File: config.mk
export PLATFORM = sky130hd
export DESIGN_NAME = exarb_exception_arbiter
export DESIGN_NICKNAME = d
export VERILOG_FILES = /design/src/hw/exarb_pkg.sv /design/src/hw/exarb_exception_arbiter.sv
export SDC_FILE = /design/constraint.sdc
export NUM_CORES = 1
export LEC_CHECK = 0
export BUFFER_PORTS_ARGS = -buffer_cell sky130_fd_sc_hd__buf_2
export CORE_MARGIN = 3
export CORE_UTILIZATION = 40
export CTS_CLUSTER_SIZE = 25
export DETAILED_ROUTE_END_ITERATION = 12
export HOLD_SLACK_MARGIN = 0.08
export PLACE_DENSITY = 0.68
export SLEW_MARGIN = 40
export SYNTH_ARGS = -nofsm -noshare
export SYNTH_HDL_FRONTEND = slang
export SYNTH_SLANG_ARGS = --single-unit
File: constraint.sdc
create_clock -name clk -period 5.4 [get_ports clk]
set_input_delay 0.54 -clock clk [delete_from_list [all_inputs] [get_ports clk]]
set_output_delay 0.54 -clock clk [all_outputs]
set_load 0.02 [all_outputs]
File: src/hw/exarb_pkg.sv
package exarb_pkg;

  // number of maskable hardware sources, first flag at index 0
  localparam int NSRC = 21;
  localparam int IDX_W = 5;

  // vector selection codes
  localparam logic [15:0] VEC_RESET = 16'hfffe;
  localparam logic [15:0] VEC_SWI = 16'hfffc;
  localparam logic [15:0] VEC_FIRST = 16'hfffa;

  // register addresses
  localparam logic [15:0] ADDR_BRK_FLAG_CTRL = 16'hfe03;
  localparam logic [15:0] ADDR_PEND_LOW = 16'hfe04;
  localparam logic [15:0] ADDR_PEND_MID = 16'hfe05;
  localparam logic [15:0] ADDR_PEND_HIGH = 16'hfe06;
  localparam logic [15:0] ADDR_EVT_STAT = 16'hfe07;
  localparam logic [15:0] ADDR_EVT_MASK = 16'hfe08;

  // field layout of the pending registers
  localparam int LOW_LSB = 2;
  localparam int LOW_CNT = 6;
  localparam int MID_BASE = 6;
  localparam int MID_CNT = 8;
  localparam int HIGH_BASE = 14;
  localparam int HIGH_CNT = 7;

  // break flag control field
  localparam int BREAK_CLEAR_FLAG_ENABLE_BIT = 7;

  // event status bits
  localparam int EVT_W = 3;
  localparam int EVT_HW = 0;
  localparam int EVT_SWI = 1;
  localparam int EVT_BRK = 2;

  typedef enum logic [0:0] {M_RUN, M_BREAK} exarb_mode_t;

  typedef struct packed {
    exarb_mode_t mode;
    logic in_brk;
    logic [NSRC-1:0] pend;
    logic sel_valid;
    logic [IDX_W-1:0] sel_idx;
    logic imask_q;
    logic take;
    logic take_reset;
    logic [15:0] vector;
    logic pc_dec;
    logic stack_h;
    logic set_imask;
    logic restore;
    logic break_clear_flag_enable;
    logic clr_allow;
    logic [EVT_W-1:0] evt_stat;
    logic [EVT_W-1:0] evt_mask;
    logic irq;
    logic [7:0] rdata;
  } exarb_state_t;

endpackage : exarb_pkg

File: src/hw/exarb_exception_arbiter.sv
// Chosen here: the placing of the registers and the address-and-strobe port.
`timescale 1ns/1ps
module exarb_exception_arbiter
  import exarb_pkg::*;
(
  input wire logic clk,
  input wire logic rst,
  input wire logic [NSRC-1:0] irq_src,
  input wire logic [NSRC-1:0] irq_enable,
  input wire logic i_mask,
  input wire logic instr_done,
  input wire logic swi_exec,
  input wire logic rti_exec,
  input wire logic break_req,
  input wire logic reset_req,
  input wire logic [15:0] addr,
  input wire logic [7:0] wdata,
  input wire logic we,
  input wire logic re,
  output logic [7:0] rdata,
  output logic int_take,
  output logic reset_take,
  output logic [15:0] vector_addr,
  output logic stack_pc_dec,
  output logic stack_index_high,
  output logic set_int_mask,
  output logic restore_regs,
  output logic in_break,
  output logic flag_clear_allow,
  output logic irq
);

  exarb_state_t s_reg;
  exarb_state_t s_next;
  logic [NSRC-1:0] cand;

  //////////////////////////////////////////////////////////////////////////////
  // lowest index wins, index 0 is the highest priority source
  function automatic logic [IDX_W-1:0] first_set(input logic [NSRC-1:0] v);
    logic [IDX_W-1:0] r;
    r = '0;
    for (int i = NSRC - 1; i >= 0; i--) begin
      if (v[i]) begin
        r = IDX_W'(i);
      end
    end
    return r;
  endfunction : first_set

  //////////////////////////////////////////////////////////////////////////////
  // next-state logic
  always_comb begin
    s_next = s_reg;
    s_next.take = 1'h0;
    s_next.take_reset = 1'h0;
    s_next.set_imask = 1'h0;
    s_next.restore = 1'h0;
    s_next.stack_h = 1'h0; // index-high never pushed by hardware
    s_next.imask_q = i_mask;
    s_next.pend = irq_src; // raw request presence for status
    cand = s_reg.pend & irq_enable; // only enabled sources compete

    // a latched winner is kept; clearing the mask reopens arbitration
    if (s_reg.sel_valid && s_reg.imask_q && !i_mask) begin
      s_next.sel_valid = 1'h0;
    end else if (!s_reg.sel_valid && |cand) begin
      s_next.sel_valid = 1'h1;
      s_next.sel_idx = first_set(cand);
    end

    // reset is outside arbitration and beats every other source
    if (reset_req) begin
      s_next.take_reset = 1'h1;
      s_next.vector = VEC_RESET;
      s_next.sel_valid = 1'h0;
      s_next.mode = M_RUN;
      s_next.in_brk = 1'h0;
    end else if (instr_done) begin // nothing starts mid-instruction
      if (break_req) begin
        s_next.take = 1'h1;
        s_next.set_imask = 1'h1;
        s_next.vector = VEC_SWI; // break rides the software vector
        s_next.pc_dec = 1'h0;
        s_next.mode = M_BREAK;
        s_next.in_brk = 1'h1;
      end else if (swi_exec) begin
        s_next.take = 1'h1; // mask is not consulted here
        s_next.set_imask = 1'h1;
        s_next.vector = VEC_SWI;
        s_next.pc_dec = 1'h0; // stacks PC itself
      end else if (!i_mask && s_reg.sel_valid) begin
        // a request left over at return is taken at this boundary
        s_next.take = 1'h1;
        s_next.set_imask = 1'h1;
        s_next.vector = VEC_FIRST - 16'({s_reg.sel_idx, 1'h0});
        s_next.pc_dec = 1'h1; // hardware entry stacks PC minus one
        s_next.sel_valid = 1'h0;
      end
    end

    // return from interrupt restores the stacked registers and ends break
    if (rti_exec && !reset_req) begin
      s_next.restore = 1'h1;
      s_next.mode = M_RUN;
      s_next.in_brk = 1'h0;
    end

    // register writes; pending registers have no write path
    if (we) begin
      unique case (addr)
        ADDR_BRK_FLAG_CTRL: s_next.break_clear_flag_enable = wdata[BREAK_CLEAR_FLAG_ENABLE_BIT];
        ADDR_EVT_MASK: s_next.evt_mask = wdata[EVT_W-1:0];
        ADDR_EVT_STAT: s_next.evt_stat = s_reg.evt_stat & ~wdata[EVT_W-1:0];
        default: ;
      endcase
    end

    // hardware sets win over a one-to-clear in the same cycle
    s_next.evt_stat[EVT_HW] = s_next.evt_stat[EVT_HW] | (s_next.take & s_next.pc_dec);
    s_next.evt_stat[EVT_SWI] = s_next.evt_stat[EVT_SWI] | (s_next.take & ~s_next.pc_dec & ~s_next.in_brk);
    s_next.evt_stat[EVT_BRK] = s_next.evt_stat[EVT_BRK] | (s_next.take & s_next.in_brk);
    s_next.irq = |(s_next.evt_stat & s_next.evt_mask);

    // a level gate: flags cleared while it is open stay cleared, and a
    // two-step clear started earlier just waits for the gate
    s_next.clr_allow = !s_next.in_brk || s_next.break_clear_flag_enable;

    // read data stands only in the cycle after the strobe; reads change nothing
    s_next.rdata = '0;
    if (re) begin
      unique case (addr)
        ADDR_PEND_LOW: s_next.rdata[LOW_LSB +: LOW_CNT] = s_reg.pend[0 +: LOW_CNT];
        ADDR_PEND_MID: s_next.rdata[0 +: MID_CNT] = s_reg.pend[MID_BASE +: MID_CNT];
        ADDR_PEND_HIGH: s_next.rdata[0 +: HIGH_CNT] = s_reg.pend[HIGH_BASE +: HIGH_CNT];
        ADDR_BRK_FLAG_CTRL: s_next.rdata[BREAK_CLEAR_FLAG_ENABLE_BIT] = s_reg.break_clear_flag_enable;
        ADDR_EVT_STAT: s_next.rdata[EVT_W-1:0] = s_reg.evt_stat;
        ADDR_EVT_MASK: s_next.rdata[EVT_W-1:0] = s_reg.evt_mask;
        default: ; // unmapped reads return zero
      endcase
    end
  end

  //////////////////////////////////////////////////////////////////////////////
  // state register
  always_ff @(posedge clk) begin
    if (rst) begin
      s_reg <= '0;
      s_reg.clr_allow <= 1'h1;
    end else begin
      s_reg <= s_next;
    end
  end

  //////////////////////////////////////////////////////////////////////////////
  // outputs straight from the state register
  assign rdata = s_reg.rdata;
  assign int_take = s_reg.take;
  assign reset_take = s_reg.take_reset;
  assign vector_addr = s_reg.vector;
  assign stack_pc_dec = s_reg.pc_dec;
  assign stack_index_high = s_reg.stack_h;
  assign set_int_mask = s_reg.set_imask;
  assign restore_regs = s_reg.restore;
  assign in_break = s_reg.in_brk;
  assign flag_clear_allow = s_reg.clr_allow;
  assign irq = s_reg.irq;

  //////////////////////////////////////////////////////////////////////////////
  // checks
  a_take_boundary: assert property (@(posedge clk) disable iff (rst)
    s_reg.take |-> $past(instr_done))
    else $error("entry outside an instruction boundary");

  a_hw_mask_gate: assert property (@(posedge clk) disable iff (rst)
    (s_reg.take && s_reg.pc_dec) |-> (!$past(i_mask) && $past(s_reg.sel_valid)))
    else $error("hardware entry while masked or without a latched source");

  a_entry_masks: assert property (@(posedge clk) disable iff (rst)
    s_reg.take |-> s_reg.set_imask)
    else $error("entry without setting the interrupt mask");

  a_rti_restore: assert property (@(posedge clk) disable iff (rst)
    (rti_exec && !reset_req) |=> (restore_regs && !in_break))
    else $error("return did not restore registers");

  a_hw_vector: assert property (@(posedge clk) disable iff (rst)
    (s_reg.take && s_reg.pc_dec) |-> (s_reg.vector == VEC_FIRST - 16'({$past(s_reg.sel_idx), 1'h0})))
    else $error("hardware vector does not match latched source");

  a_latch_hold: assert property (@(posedge clk) disable iff (rst)
    ($past(s_reg.sel_valid) && s_reg.sel_valid) |-> $stable(s_reg.sel_idx))
    else $error("latched request displaced");

  a_priority_win: assert property (@(posedge clk) disable iff (rst)
    (!$past(s_reg.sel_valid) && s_reg.sel_valid) |->
      (($past(s_reg.pend & irq_enable) & (NSRC'(21'h1 << s_reg.sel_idx) - 21'h1)) == '0))
    else $error("a higher priority request was passed over");

  a_h_unstacked: assert property (@(posedge clk) disable iff (rst)
    int_take |-> !stack_index_high)
    else $error("index-high stacked on entry");

  a_swi_vector: assert property (@(posedge clk) disable iff (rst)
    (instr_done && swi_exec && !break_req && !reset_req) |=> (int_take && vector_addr == VEC_SWI && !stack_pc_dec))
    else $error("software interrupt not taken through its vector");

  a_reset_vector: assert property (@(posedge clk) disable iff (rst)
    reset_req |=> (reset_take && !int_take && vector_addr == VEC_RESET))
    else $error("reset not given its vector");

  a_break_entry: assert property (@(posedge clk) disable iff (rst)
    (instr_done && break_req && !reset_req) |=> (int_take && vector_addr == VEC_SWI && in_break))
    else $error("break did not force the software vector");

  a_break_guard: assert property (@(posedge clk) disable iff (rst)
    (in_break && !s_reg.break_clear_flag_enable) |-> !flag_clear_allow)
    else $error("flags clearable in break without enable");

  a_pend_readonly: assert property (@(posedge clk) disable iff (rst)
    (re && addr == ADDR_PEND_MID) |=> (rdata == $past(s_reg.pend[MID_BASE +: MID_CNT])))
    else $error("pending register read wrong");

  // no entry can start unless an instruction just ended
  a_nothing_mid: assert property (@(posedge clk) disable iff (rst)
    !instr_done |=> !int_take)
    else $error("entry without an instruction boundary");

  // a masked boundary with no software or break request fetches on
  a_masked_idle: assert property (@(posedge clk) disable iff (rst)
    (instr_done && i_mask && !swi_exec && !break_req) |=> !int_take)
    else $error("entry taken while masked");

  // disabled sources never reach the latch
  a_disabled_ignored: assert property (@(posedge clk) disable iff (rst)
    (!s_reg.sel_valid && !(|(s_reg.pend & irq_enable)) && !reset_req) |=> !s_reg.sel_valid)
    else $error("latch filled without an enabled request");

  // the mask is only set as part of an entry
  a_entry_mask_pulse: assert property (@(posedge clk) disable iff (rst)
    set_int_mask |-> int_take)
    else $error("mask set outside an entry");

  // restore is only ever the answer to a return
  a_restore_only_rti: assert property (@(posedge clk) disable iff (rst)
    restore_regs |-> ($past(rti_exec) && !$past(reset_req)))
    else $error("restore without a return");

  // a latched index always names a real source
  a_sel_idx_range: assert property (@(posedge clk) disable iff (rst)
    s_reg.sel_valid |-> (s_reg.sel_idx < IDX_W'(NSRC)))
    else $error("latched index out of range");

  // a falling mask empties the latch so arbitration can rerun
  a_latch_release: assert property (@(posedge clk) disable iff (rst)
    (s_reg.sel_valid && s_reg.imask_q && !i_mask && !reset_req) |=> !s_reg.sel_valid)
    else $error("latch kept after the mask cleared");

  // the winner must itself have been an enabled request
  a_latch_source: assert property (@(posedge clk) disable iff (rst)
    (!$past(s_reg.sel_valid) && s_reg.sel_valid) |->
      ((($past(s_reg.pend & irq_enable) >> s_reg.sel_idx) & NSRC'(1)) != '0))
    else $error("latched source was not requesting");

  // a request still latched at an open boundary is taken there
  a_return_pending: assert property (@(posedge clk) disable iff (rst)
    (instr_done && !i_mask && s_reg.sel_valid && !swi_exec && !break_req && !reset_req) |=>
      (int_take && stack_pc_dec))
    else $error("pending request skipped at boundary");

  // software interrupt goes through even with the mask set
  a_swi_unmasked: assert property (@(posedge clk) disable iff (rst)
    (instr_done && swi_exec && i_mask && !break_req && !reset_req) |=> (int_take && !stack_pc_dec))
    else $error("software interrupt blocked by the mask");

  // any entry not on the software vector is hardware and stacks PC minus one
  a_hw_pc_dec: assert property (@(posedge clk) disable iff (rst)
    (int_take && vector_addr != VEC_SWI) |-> stack_pc_dec)
    else $error("hardware entry stacked plain PC");

  // low pending register: flags in the upper six bits, the rest zero
  a_low_read: assert property (@(posedge clk) disable iff (rst)
    (re && addr == ADDR_PEND_LOW) |=>
      ((rdata[LOW_LSB-1:0] == '0) && (rdata[7:LOW_LSB] == $past(s_reg.pend[0 +: LOW_CNT]))))
    else $error("low pending register read wrong");

  // high pending register: top bit reads zero
  a_high_read: assert property (@(posedge clk) disable iff (rst)
    (re && addr == ADDR_PEND_HIGH) |=> (rdata == {1'h0, $past(s_reg.pend[HIGH_BASE +: HIGH_CNT])}))
    else $error("high pending register read wrong");

  // reset drops any latched request and leaves break
  a_reset_clears: assert property (@(posedge clk) disable iff (rst)
    reset_req |=> (!s_reg.sel_valid && !in_break && !restore_regs))
    else $error("reset left state behind");

  // break entry stacks plain PC and masks like a software interrupt
  a_break_pc: assert property (@(posedge clk) disable iff (rst)
    (instr_done && break_req && !reset_req) |=> (!stack_pc_dec && set_int_mask))
    else $error("break entry stacking wrong");

  // the mode field and the break output never disagree
  a_mode_agree: assert property (@(posedge clk) disable iff (rst)
    ((s_reg.mode == M_BREAK) == in_break))
    else $error("break mode and output disagree");

  // with the enable set, break no longer protects flags
  a_clr_enabled: assert property (@(posedge clk) disable iff (rst)
    (in_break && s_reg.break_clear_flag_enable) |-> flag_clear_allow)
    else $error("flags protected although enable set");

  // outside break the gate is always open, so cleared flags stay cleared
  a_clr_outside: assert property (@(posedge clk) disable iff (rst)
    !in_break |-> flag_clear_allow)
    else $error("flags protected outside break");

  // the gate is a pure level, moving only with break or the enable
  a_clr_level: assert property (@(posedge clk) disable iff (rst)
    $changed(flag_clear_allow) |-> ($changed(in_break) || $changed(s_reg.break_clear_flag_enable)))
    else $error("clear gate moved on its own");

  // the enable bit takes what software writes
  a_break_clear_flag_enable_write: assert property (@(posedge clk) disable iff (rst)
    (we && addr == ADDR_BRK_FLAG_CTRL) |=> (s_reg.break_clear_flag_enable == $past(wdata[BREAK_CLEAR_FLAG_ENABLE_BIT])))
    else $error("clear-flag enable write lost");

  // read data is zero outside the cycle after a read
  a_rdata_idle: assert property (@(posedge clk) disable iff (rst)
    !re |=> (rdata == '0))
    else $error("read data outside its cycle");

endmodule : exarb_exception_arbiter

==> results of run 1 <==
==> how the worst max path moves through the flow <==
stage / from / endpoint / cells past startpoint
after CTS: addr[5] / irq$_SDFF_PP0_ / 7
after floorplan: addr[5] / irq$_SDFF_PP0_ / 6
after global routing: addr[0] / irq$_SDFF_PP0_ / 7
after global placement: addr[5] / irq$_SDFF_PP0_ / 7
final: addr[5] / irq$_SDFF_PP0_ / 7
after detailed placement: addr[5] / irq$_SDFF_PP0_ / 7
==> per-layer routing <==
metal / vias up / wire length [um] / global-route usage, %
li1: 1186 / - / -
met1: 1010 / 2920 / 21.9
met2: 87 / 2790 / 26.6
met3: 8 / 447 / 3.97
met4: 0 / 91 / 7.95
met5: - / 0 / 0
==> layout make-up <==
class / count / area, sq um / share of cell area (%)
inverter: 1 / 3.75 / 0.116
clock buffer: 13 / 149 / 4.61
clock inverter: 3 / 40.0 / 1.24
multi-input combinational: 198 / 1260 / 39.2
timing repair buffer: 103 / 538 / 16.7
tap: 75 / 93.8 / 2.90
sequential: 57 / 1140 / 35.3
==> cell usage after synthesis (7+ instances only) <==
| cell type | number | area, sq um |
|---|---|---|
| buf_4 | 26 | 195 |
| nand4_1 | 7 | 43.8 |
| dfxtp_1 | 57 | 1140 |
| nor3_1 | 9 | 45.0 |
| a21oi_1 | 15 | 75.1 |
| nand2_1 | 15 | 56.3 |
| a22oi_1 | 12 | 90.1 |
| nor2b_1 | 28 | 175 |
| nand3_1 | 8 | 40.0 |
| mux2i_1 | 9 | 90.1 |
| nor2_1 | 34 | 128 |
==> power by group through the flow <==
stage	Combinational [uW]	Sequential (uW)	Clock, uW
3_5_place_dp	130	464	0
6_report	130	455	382
4_1_cts	130	455	395
3_3_place_gp	125	464	0
5_1_grt	144	458	415
2_1_floorplan	87.8	462	0
==> through the flow <==
| stage | hold slack (ns) | std cells |
|---|---|---|
| final | 0.419 | 450 |
| after global routing | 0.410 | 450 |
| after CTS | 0.399 | 450 |
| after detailed placement | 0.448 | 434 |
| after global placement | 0.451 | 433 |
| after floorplan | 0.426 | 292 |
==> cells by family after synthesis <==
family / Yosys count / share of synthesized area [%]
mux: 13 / 5.54
simple gates: 121 / 24.7
xor+xnor: 2 / 0.663
buf+inv: 37 / 9.33
other cells: 1 / 0.142
compound gates: 59 / 16.0
flops: 57 / 43.2
fa+ha+maj: 1 / 0.473
==> metrics, run 1 <==
die area=7620 sq um; Fmax achieved=0.441 GHz; clock slew at reported path FFs=0.06 ns; Rel. slew slack=60.5%; clock power share=39.5%; final hold vios=0; sequential share of power=47.0%; Cells on Worst Hold Path=2; GRT Residual Overflow=0; post-synthesis instance area=2640 sq um; Post-synth top flop=dfxtp_1; Final Skew=0.00462 ns; Routed WL per cell=13.9 um; initial core utilization=42.9%; number of enable flip-flop cells after synthesis=0; critical path class=in2reg; layout cells sized above 1=34.1%; Final Slew Violations=0; Largest register FFs=35; die width=87.3 um; Req. time, crit path=5.61 ns; Peak VDD IR=0.215 mV; # hold bufs at CTS=0; Final period util=42.0%; asr flop ratio synth=0%; reg2reg start=s_reg[49]$_SDFF_PP0_; Port Buf Inserts=102; pin count of the biggest net entering global routing=31; Worst Reg-to-Reg Cells=6; vias in the first global route=2140; PostCTS Resize Cnt=0; Data arrival, critical path=2.48 ns; Setup crit end kind=flip-flop; die height=87.3 um; WP buf/inv=1; status=completed; Detailed Route WL=6250 um; switch share=25.2%; Yosys cell types=53; # rows=28; Tot Pwr=968 uW; Setup Fix Bufs, Post-CTS=0; syn_area_per_cell=9.08 sq um; io pins=109; commonest non-fill, non-tap cells in the layout=102 x buf_2, 57 x dfxtp_1, 34 x nor2_1; first-pass GRT wire length=9860 um; Synth warnings=0; Endpoint, Worst Hold=s_reg[48]$_SDFF_PP0_; post-synthesis register bit count=57; Final Util=52.4%; Post-Synthesis Cells=291; Leak=0.00145 uW; worst r2r dst=s_reg[41]$_SDFFE_PP0P_; R2R Setup Slk=3.64 ns; CTS root buf=clkbuf_8; Hold WC Path Type=in2reg; P_int=724 uW; Crit path max-delay family=simple AND/OR/NAND/NOR gates; minimum clock period=2.27 ns; DRT Pass-1 Iters=4; critical path startpoint category=input port; final setup vio count=0; insertion delay to the later sink of the worst-skew pair=0.33 ns; Area growth, synth to finish=22.3%; initial antenna violation count=0; Worst path slowest cell=or4_4; setup slack after layout=3.13 ns; dpl ws=2.80 ns; DR vias=2291; CTS Buffer Depth=2; # clock sinks=57; setup TNS=0 ns; TritonCTS clock tree=done; placed cell area=3040 sq um; Combinational Power Share=13.5%; DRC Markers=0; post-route cell area=3230 sq um; unrepaired setup endpoints after global routing=false; Crit path largest cell delay=0.55 ns; crit-path cells=buf_2 > or4_4 > nor4_2 > nand4_1 > a22oi_2 > nor3_1 > or3_1; CTS Buf Count=9; ant diodes=0; Worst Tran Pin Value=0.587 ns; ANT nets after route=0; hold path start=irq_src[2]; Max FO, Critical Path=6; max_cap viols=0; commonest non-fill, non-tap cell in the layout=buf_2; H-tree levels=3; 1st-iter DRT viols=78; area of the core=6170 sq um; HPWL reported at the end of detailed placement=4980 um; register area share after synthesis=43.2%; PD cells=300 nW/um^2; GP Congestion=0.803; Sw Pwr=244 uW; layout filler cell count=621; Nets=447; Via density=5.09; GRT Util Overall=16.9%
No activity file was read; power rests on OpenSTA's default activity.
==> inputs of run 2 (changes only) <==
--- a/config.mk
+++ b/config.mk
@@ -11,7 +11,7 @@
 export CTS_CLUSTER_SIZE = 25
 export DETAILED_ROUTE_END_ITERATION = 12
 export HOLD_SLACK_MARGIN = 0.08
-export PLACE_DENSITY = 0.68
+export PLACE_DENSITY = 0.71
 export SLEW_MARGIN = 40
 export SYNTH_ARGS = -nofsm -noshare
 export SYNTH_HDL_FRONTEND = slang
==> constraint.sdc (replaced) <==
create_clock -name clk -period 1.9 [get_ports clk]
set_input_delay 0.19 -clock clk [delete_from_list [all_inputs] [get_ports clk]]
set_output_delay 0.19 -clock clk [all_outputs]
set_load 0.02 [all_outputs]
==> metrics, run 2 (same netlist as run 1, synthesis figures left out) <==
CTS Buf Count=9 (unchanged); met2 Resource Use GR=33.1% (+6.5 points); Via density=5.24 (+3.0%); Area growth, synth to finish=33.1%; final setup vio count=0 (unchanged); insertion delay to the later sink of the worst-skew pair=0.34 ns (about the same); GR peak layer=met2; # rows=28 (unchanged); Max FO, Critical Path=4 (-2); ant diodes=0 (unchanged); DRT Pass-1 Iters=5 (+1); Fmax achieved=0.572 GHz; Port Buf Inserts=102 (unchanged); worst r2r dst=s_reg[41]$_SDFFE_PP0P_; die width=87.3 um (unchanged); Worst Reg-to-Reg Cells=6 (unchanged); initial antenna violation count=0 (unchanged); Data arrival, critical path=1.97 ns (-0.51 ns); CTS root buf=clkbuf_8; io pins=109 (unchanged); Seq. cell area=1140 sq um (unchanged); first-pass GRT wire length=11700 um (+19%); max_cap viols=0 (unchanged); met1 usage=24.1% (+2.2 points); H-tree levels=3 (unchanged); pin count of the biggest net entering global routing=37 (+19%); post-route cell area=3520 sq um (+8.9%); reg2reg start=s_reg[46]$_SDFF_PP0_; critical path startpoint category=input port; area of the core=6170 sq um (unchanged); post-route insts no fill=484 (+7.6%); ANT nets after route=0 (unchanged); HPWL reported at the end of detailed placement=5410 um (+8.6%); Setup Fix Bufs, Post-CTS=0 (unchanged); GRT Util Overall=20.0% (+3.1 points); final hold vios=0 (unchanged); layout filler cell count=558 (-10%); Final Slew Violations=0 (unchanged); DR vias=2537 (+11%); endpoint of the worst setup timing path=irq$_SDFF_PP0_; Hold Slack=0.0933 ns (-0.325 ns); GP Congestion=0.864 (+7.5%); hold path start=wdata[7]; commonest non-fill, non-tap cells in the layout=102 x buf_2, 57 x dfxtp_1, 34 x nor2_1; setup slack after layout=0.151 ns (-2.98 ns); initial core utilization=42.9% (unchanged); Setup crit end kind=flip-flop; Leak=0.00159 uW (+10%); PD cells=772 nW/um^2 (+160%); Req. time, crit path=2.12 ns (-3.49 ns); clock slew at reported path FFs=0.06 ns (about the same); Peak VDD IR=0.488 mV (+130%); placed cell area=3130 sq um (+3.0%); Final period util=92.0%; dpl ws=-0.211 ns (-3.01 ns); CTS Buffer Depth=2 (unchanged); # placed instances=448 (+3.2%); TritonCTS clock tree=done; Nets=481 (+7.6%); Final Util=57.0% (+4.6 points); Detailed Route WL=7160 um (+14%); GRT Residual Overflow=0 (unchanged); die area=7620 sq um (unchanged); Hold WC Path Type=in2reg; critical path class=in2reg; unrepaired setup endpoints after global routing=false; Final Skew=0.00825 ns (+0.00363 ns); R2R Setup Slk=0.21 ns (-3.43 ns); 1st-iter DRT viols=162 (+110%); area of the multi-input gates=1280 sq um (+1.3%); commonest non-fill, non-tap cell in the layout=buf_2; status=completed; layout cells sized above 1=35.5% (+1.3 points); Largest register FFs=35 (unchanged); vias in the first global route=2523 (+18%); # clock sinks=57 (unchanged); minimum clock period=1.75 ns; DRC Markers=0 (unchanged); Routed WL per cell=14.8 um (+6.4%); Critical path origin=addr[5]; met3 track demand over resource=5.01% (+1.0 points); die height=87.3 um (unchanged)
run 2: critical path: stages:
cell and delay (ns):
buf_2 0.10, or4_4 0.56, nor4_4 0.32, nand4_1 0.17
a22oi_2 0.17, nor3_1 0.07, or3_1 0.38
run 2: how the worst min path moves through the flow:
stage                                  end  slack [ns]  cells past startpoint
3_5_place_dp          s_reg[58]$_SDFF_PP0_        0.40                      2
4_1_cts        flag_clear_allow$_SDFF_PP1_        0.09                      3
2_1_floorplan      restore_regs$_SDFF_PP0_        0.27                      1
3_3_place_gp          s_reg[65]$_SDFF_PP0_        0.40                      2
6_report       flag_clear_allow$_SDFF_PP1_        0.09                      3
5_1_grt        flag_clear_allow$_SDFF_PP1_        0.09                      3
run 2: power breakdown:
group | internal [uW] | switching [uW] | leakage (uW)
sequential | 1250 | 45.7 | 0.000470
combinational | 203 | 215 | 0.00103
clock | 538 | 464 | 0.0000932
run 2: timing repair:
item,CTS,global route
endpoints found under the setup margin,0,1
resized for setup,0,2
endpoints found under the hold margin,20,0
hold buffers,20,0
run 2: area by class of cell:
class / instances / share of cell area, %
Clock inverter: 3 / 0.427
Clock buffer: 13 / 4.52
Sequential cell: 57 / 32.4
Multi-Input combinational cell: 198 / 36.4
Timing Repair Buffer: 137 / 23.4
Inverter: 1 / 0.107
Tap cell: 75 / 2.67
run 2: per-layer routing:
layer	part of all wire (%)	wire [um]	up-vias
met2	49	3530	116
met3	8.6	618	12
li1	-	-	1248
met5	0	0	-
met1	40	2900	1161
met4	1.5	109	0
run 2: stage by stage:
| stage | power [uW] | setup TNS (ns) |
|---|---|---|
| final | 2720 | 0 |
| after global routing | 2850 | 0 |
| after detailed placement | 1700 | -0.412 |
| after global placement | 1700 | -0.205 |
| after floorplan | 1560 | -0.0125 |
| after CTS | 2740 | 0 |
==> inputs of run 3 (changes only) <==
--- a/config.mk
+++ b/config.mk
@@ -7,11 +7,11 @@
 export LEC_CHECK = 0
 export BUFFER_PORTS_ARGS = -buffer_cell sky130_fd_sc_hd__buf_2
 export CORE_MARGIN = 3
-export CORE_UTILIZATION = 40
+export CORE_UTILIZATION = 43
 export CTS_CLUSTER_SIZE = 25
 export DETAILED_ROUTE_END_ITERATION = 12
 export HOLD_SLACK_MARGIN = 0.08
-export PLACE_DENSITY = 0.71
+export PLACE_DENSITY = 0.76
 export SLEW_MARGIN = 40
 export SYNTH_ARGS = -nofsm -noshare
 export SYNTH_HDL_FRONTEND = slang
==> metrics, run 3 (same netlist as run 1, synthesis figures left out) <==
status=completed; vias in the first global route=2422 (-4.0%); Rel. slew slack=65.7%; H-tree levels=3 (unchanged); Area growth, synth to finish=32.5%; Port Buf Inserts=102 (unchanged); Data arrival, critical path=2.00 ns (+0.03 ns); TritonCTS clock tree=done; Setup crit end kind=flip-flop; layout cells sized above 1=35.7% (+0.26 points); commonest non-fill, non-tap cells in the layout=102 x buf_2, 57 x dfxtp_1, 34 x nor2_1; CTS Buffer Depth=2 (unchanged); Largest register FFs=35 (unchanged); die height=84.4 um (-3.3%); Hold WC Path Type=in2reg; # rows=27 (-3.6%); area of the multi-input gates=1280 sq um (unchanged); insertion delay to the later sink of the worst-skew pair=0.33 ns (about the same); minimum clock period=1.79 ns (+0.0424 ns); Max FO, Critical Path=4 (unchanged); initial antenna violation count=0 (unchanged); max_cap viols=0 (unchanged); # clock sinks=57 (unchanged); final hold vios=0 (unchanged); GP Congestion=0.906 (+4.9%); die width=84.4 um (-3.3%); setup TNS=0 ns (unchanged); Peak VDD IR=0.433 mV (-11%); DR vias=2463 (-2.9%); WP buf/inv=1 (unchanged); unrepaired setup endpoints after global routing=false; critical path class=in2reg; DRC Markers=0 (unchanged); PD cells=778 nW/um^2 (+0.76%); initial core utilization=46.3% (+3.4 points); Fmax achieved=0.558 GHz (-2.4%); final setup vio count=0 (unchanged); GRT Residual Overflow=0 (unchanged); Final Util=61.3% (+4.3 points); Worst path slowest cell=or4_4; Req. time, crit path=2.11 ns (about the same); 1st-iter DRT viols=75 (-54%); GRT Util Overall=19.2% (-0.79 points); clock slew at reported path FFs=0.07 ns (about the same); first-pass GRT wire length=10900 um (-6.9%); critical path startpoint category=input port; Nets=479 (-0.42%); Detailed Route WL=6840 um (-4.5%); # placed instances=444 (-0.89%); Crit path largest cell delay=0.57 ns (about the same); ant diodes=0 (unchanged); post-route insts no fill=478 (-1.2%); Final Slew Violations=0 (unchanged); io pins=109 (unchanged); Worst Tran Pin Value=0.514 ns; CTS root buf=clkbuf_8; Routed WL per cell=14.3 um (-3.3%); ANT nets after route=0 (unchanged); Seq. cell area=1140 sq um (unchanged); Final period util=94.3% (+2.2 points); Final Skew=0.0121 ns (+0.00382 ns); crit-path cells=buf_2 > or4_4 > nor4_4 > nand4_1 > a22oi_2 > nor3_1 > or3_1; setup slack after layout=0.109 ns (-0.0424 ns); layout filler cell count=502 (-10%); Via density=5.15 (-1.7%); Hold Slack=0.0974 ns (+0.00408 ns); DRT Pass-1 Iters=4 (-1); Leak=0.00159 uW (-0.25%); HPWL reported at the end of detailed placement=5330 um (-1.5%); CTS Buf Count=9 (unchanged); area of the core=5710 sq um (-7.4%); Crit path max-delay family=simple AND/OR/NAND/NOR gates; pin count of the biggest net entering global routing=30 (-19%); die area=7120 sq um (-6.5%); dpl ws=-0.240 ns (-0.0289 ns); commonest non-fill, non-tap cell in the layout=buf_2
## run 3: worst paths after layout
path | to | slack [ns] | cells after the start | from
worst min-delay path | flag_clear_allow$_SDFF_PP1_ | 0.1 | 3 | wdata[7]
worst min register to register | vector_addr[6]$_SDFFE_PP0P_ | 0.46 | 1 | vector_addr[6]$_SDFFE_PP0P_
worst max-delay path | irq$_SDFF_PP0_ | 0.11 | 7 | addr[5]
worst max register to register | s_reg[42]$_SDFFE_PP0P_ | 0.22 | 6 | s_reg[53]$_SDFF_PP0_
## run 3: layout make-up
cell class	instances	area share [%]
clock buffer	12	4.72
sequential	57	32.6
multi-input combinational	198	36.6
timing repair buffer	135	23.0
inverter	1	0.107
clock inverter	3	0.429
tap	72	2.57
## run 3: through the flow
step | cell area [sq um] | power (uW)
floorplan | 2660 | 1560
global placement | 3120 | 1690
detailed placement | 3120 | 1700
CTS | 3490 | 2750
global route | 3500 | 2850
finish | 3500 | 2720
## run 3: repair_timing
action / CTS / global route
hold endpoints to repair: 19 / 0
resized for setup: 0 / 2
setup endpoints to repair: 0 / 1
setup buffers: 0 / 0
hold buffers: 19 / 0
## run 3: tightest hold or removal path: stages
cell and delay (ns):
buf_2 0.08, mux2i_1 0.07, nand2_1 0.06
## run 3: report_power, final
| group | leakage, uW | switching [uW] | internal [uW] |
|---|---|---|---|
| sequential | 0.000470 | 47.0 | 1250 |
| clock | 0.0000980 | 450 | 565 |
| combinational | 0.00102 | 212 | 200 |
## run 3: layer usage
metal,part of all wire [%],GRT usage (%)
met1,42,22.5
met2,50,32.9
met3,6.6,5.00
met4,1.3,8.78
met5,0,0
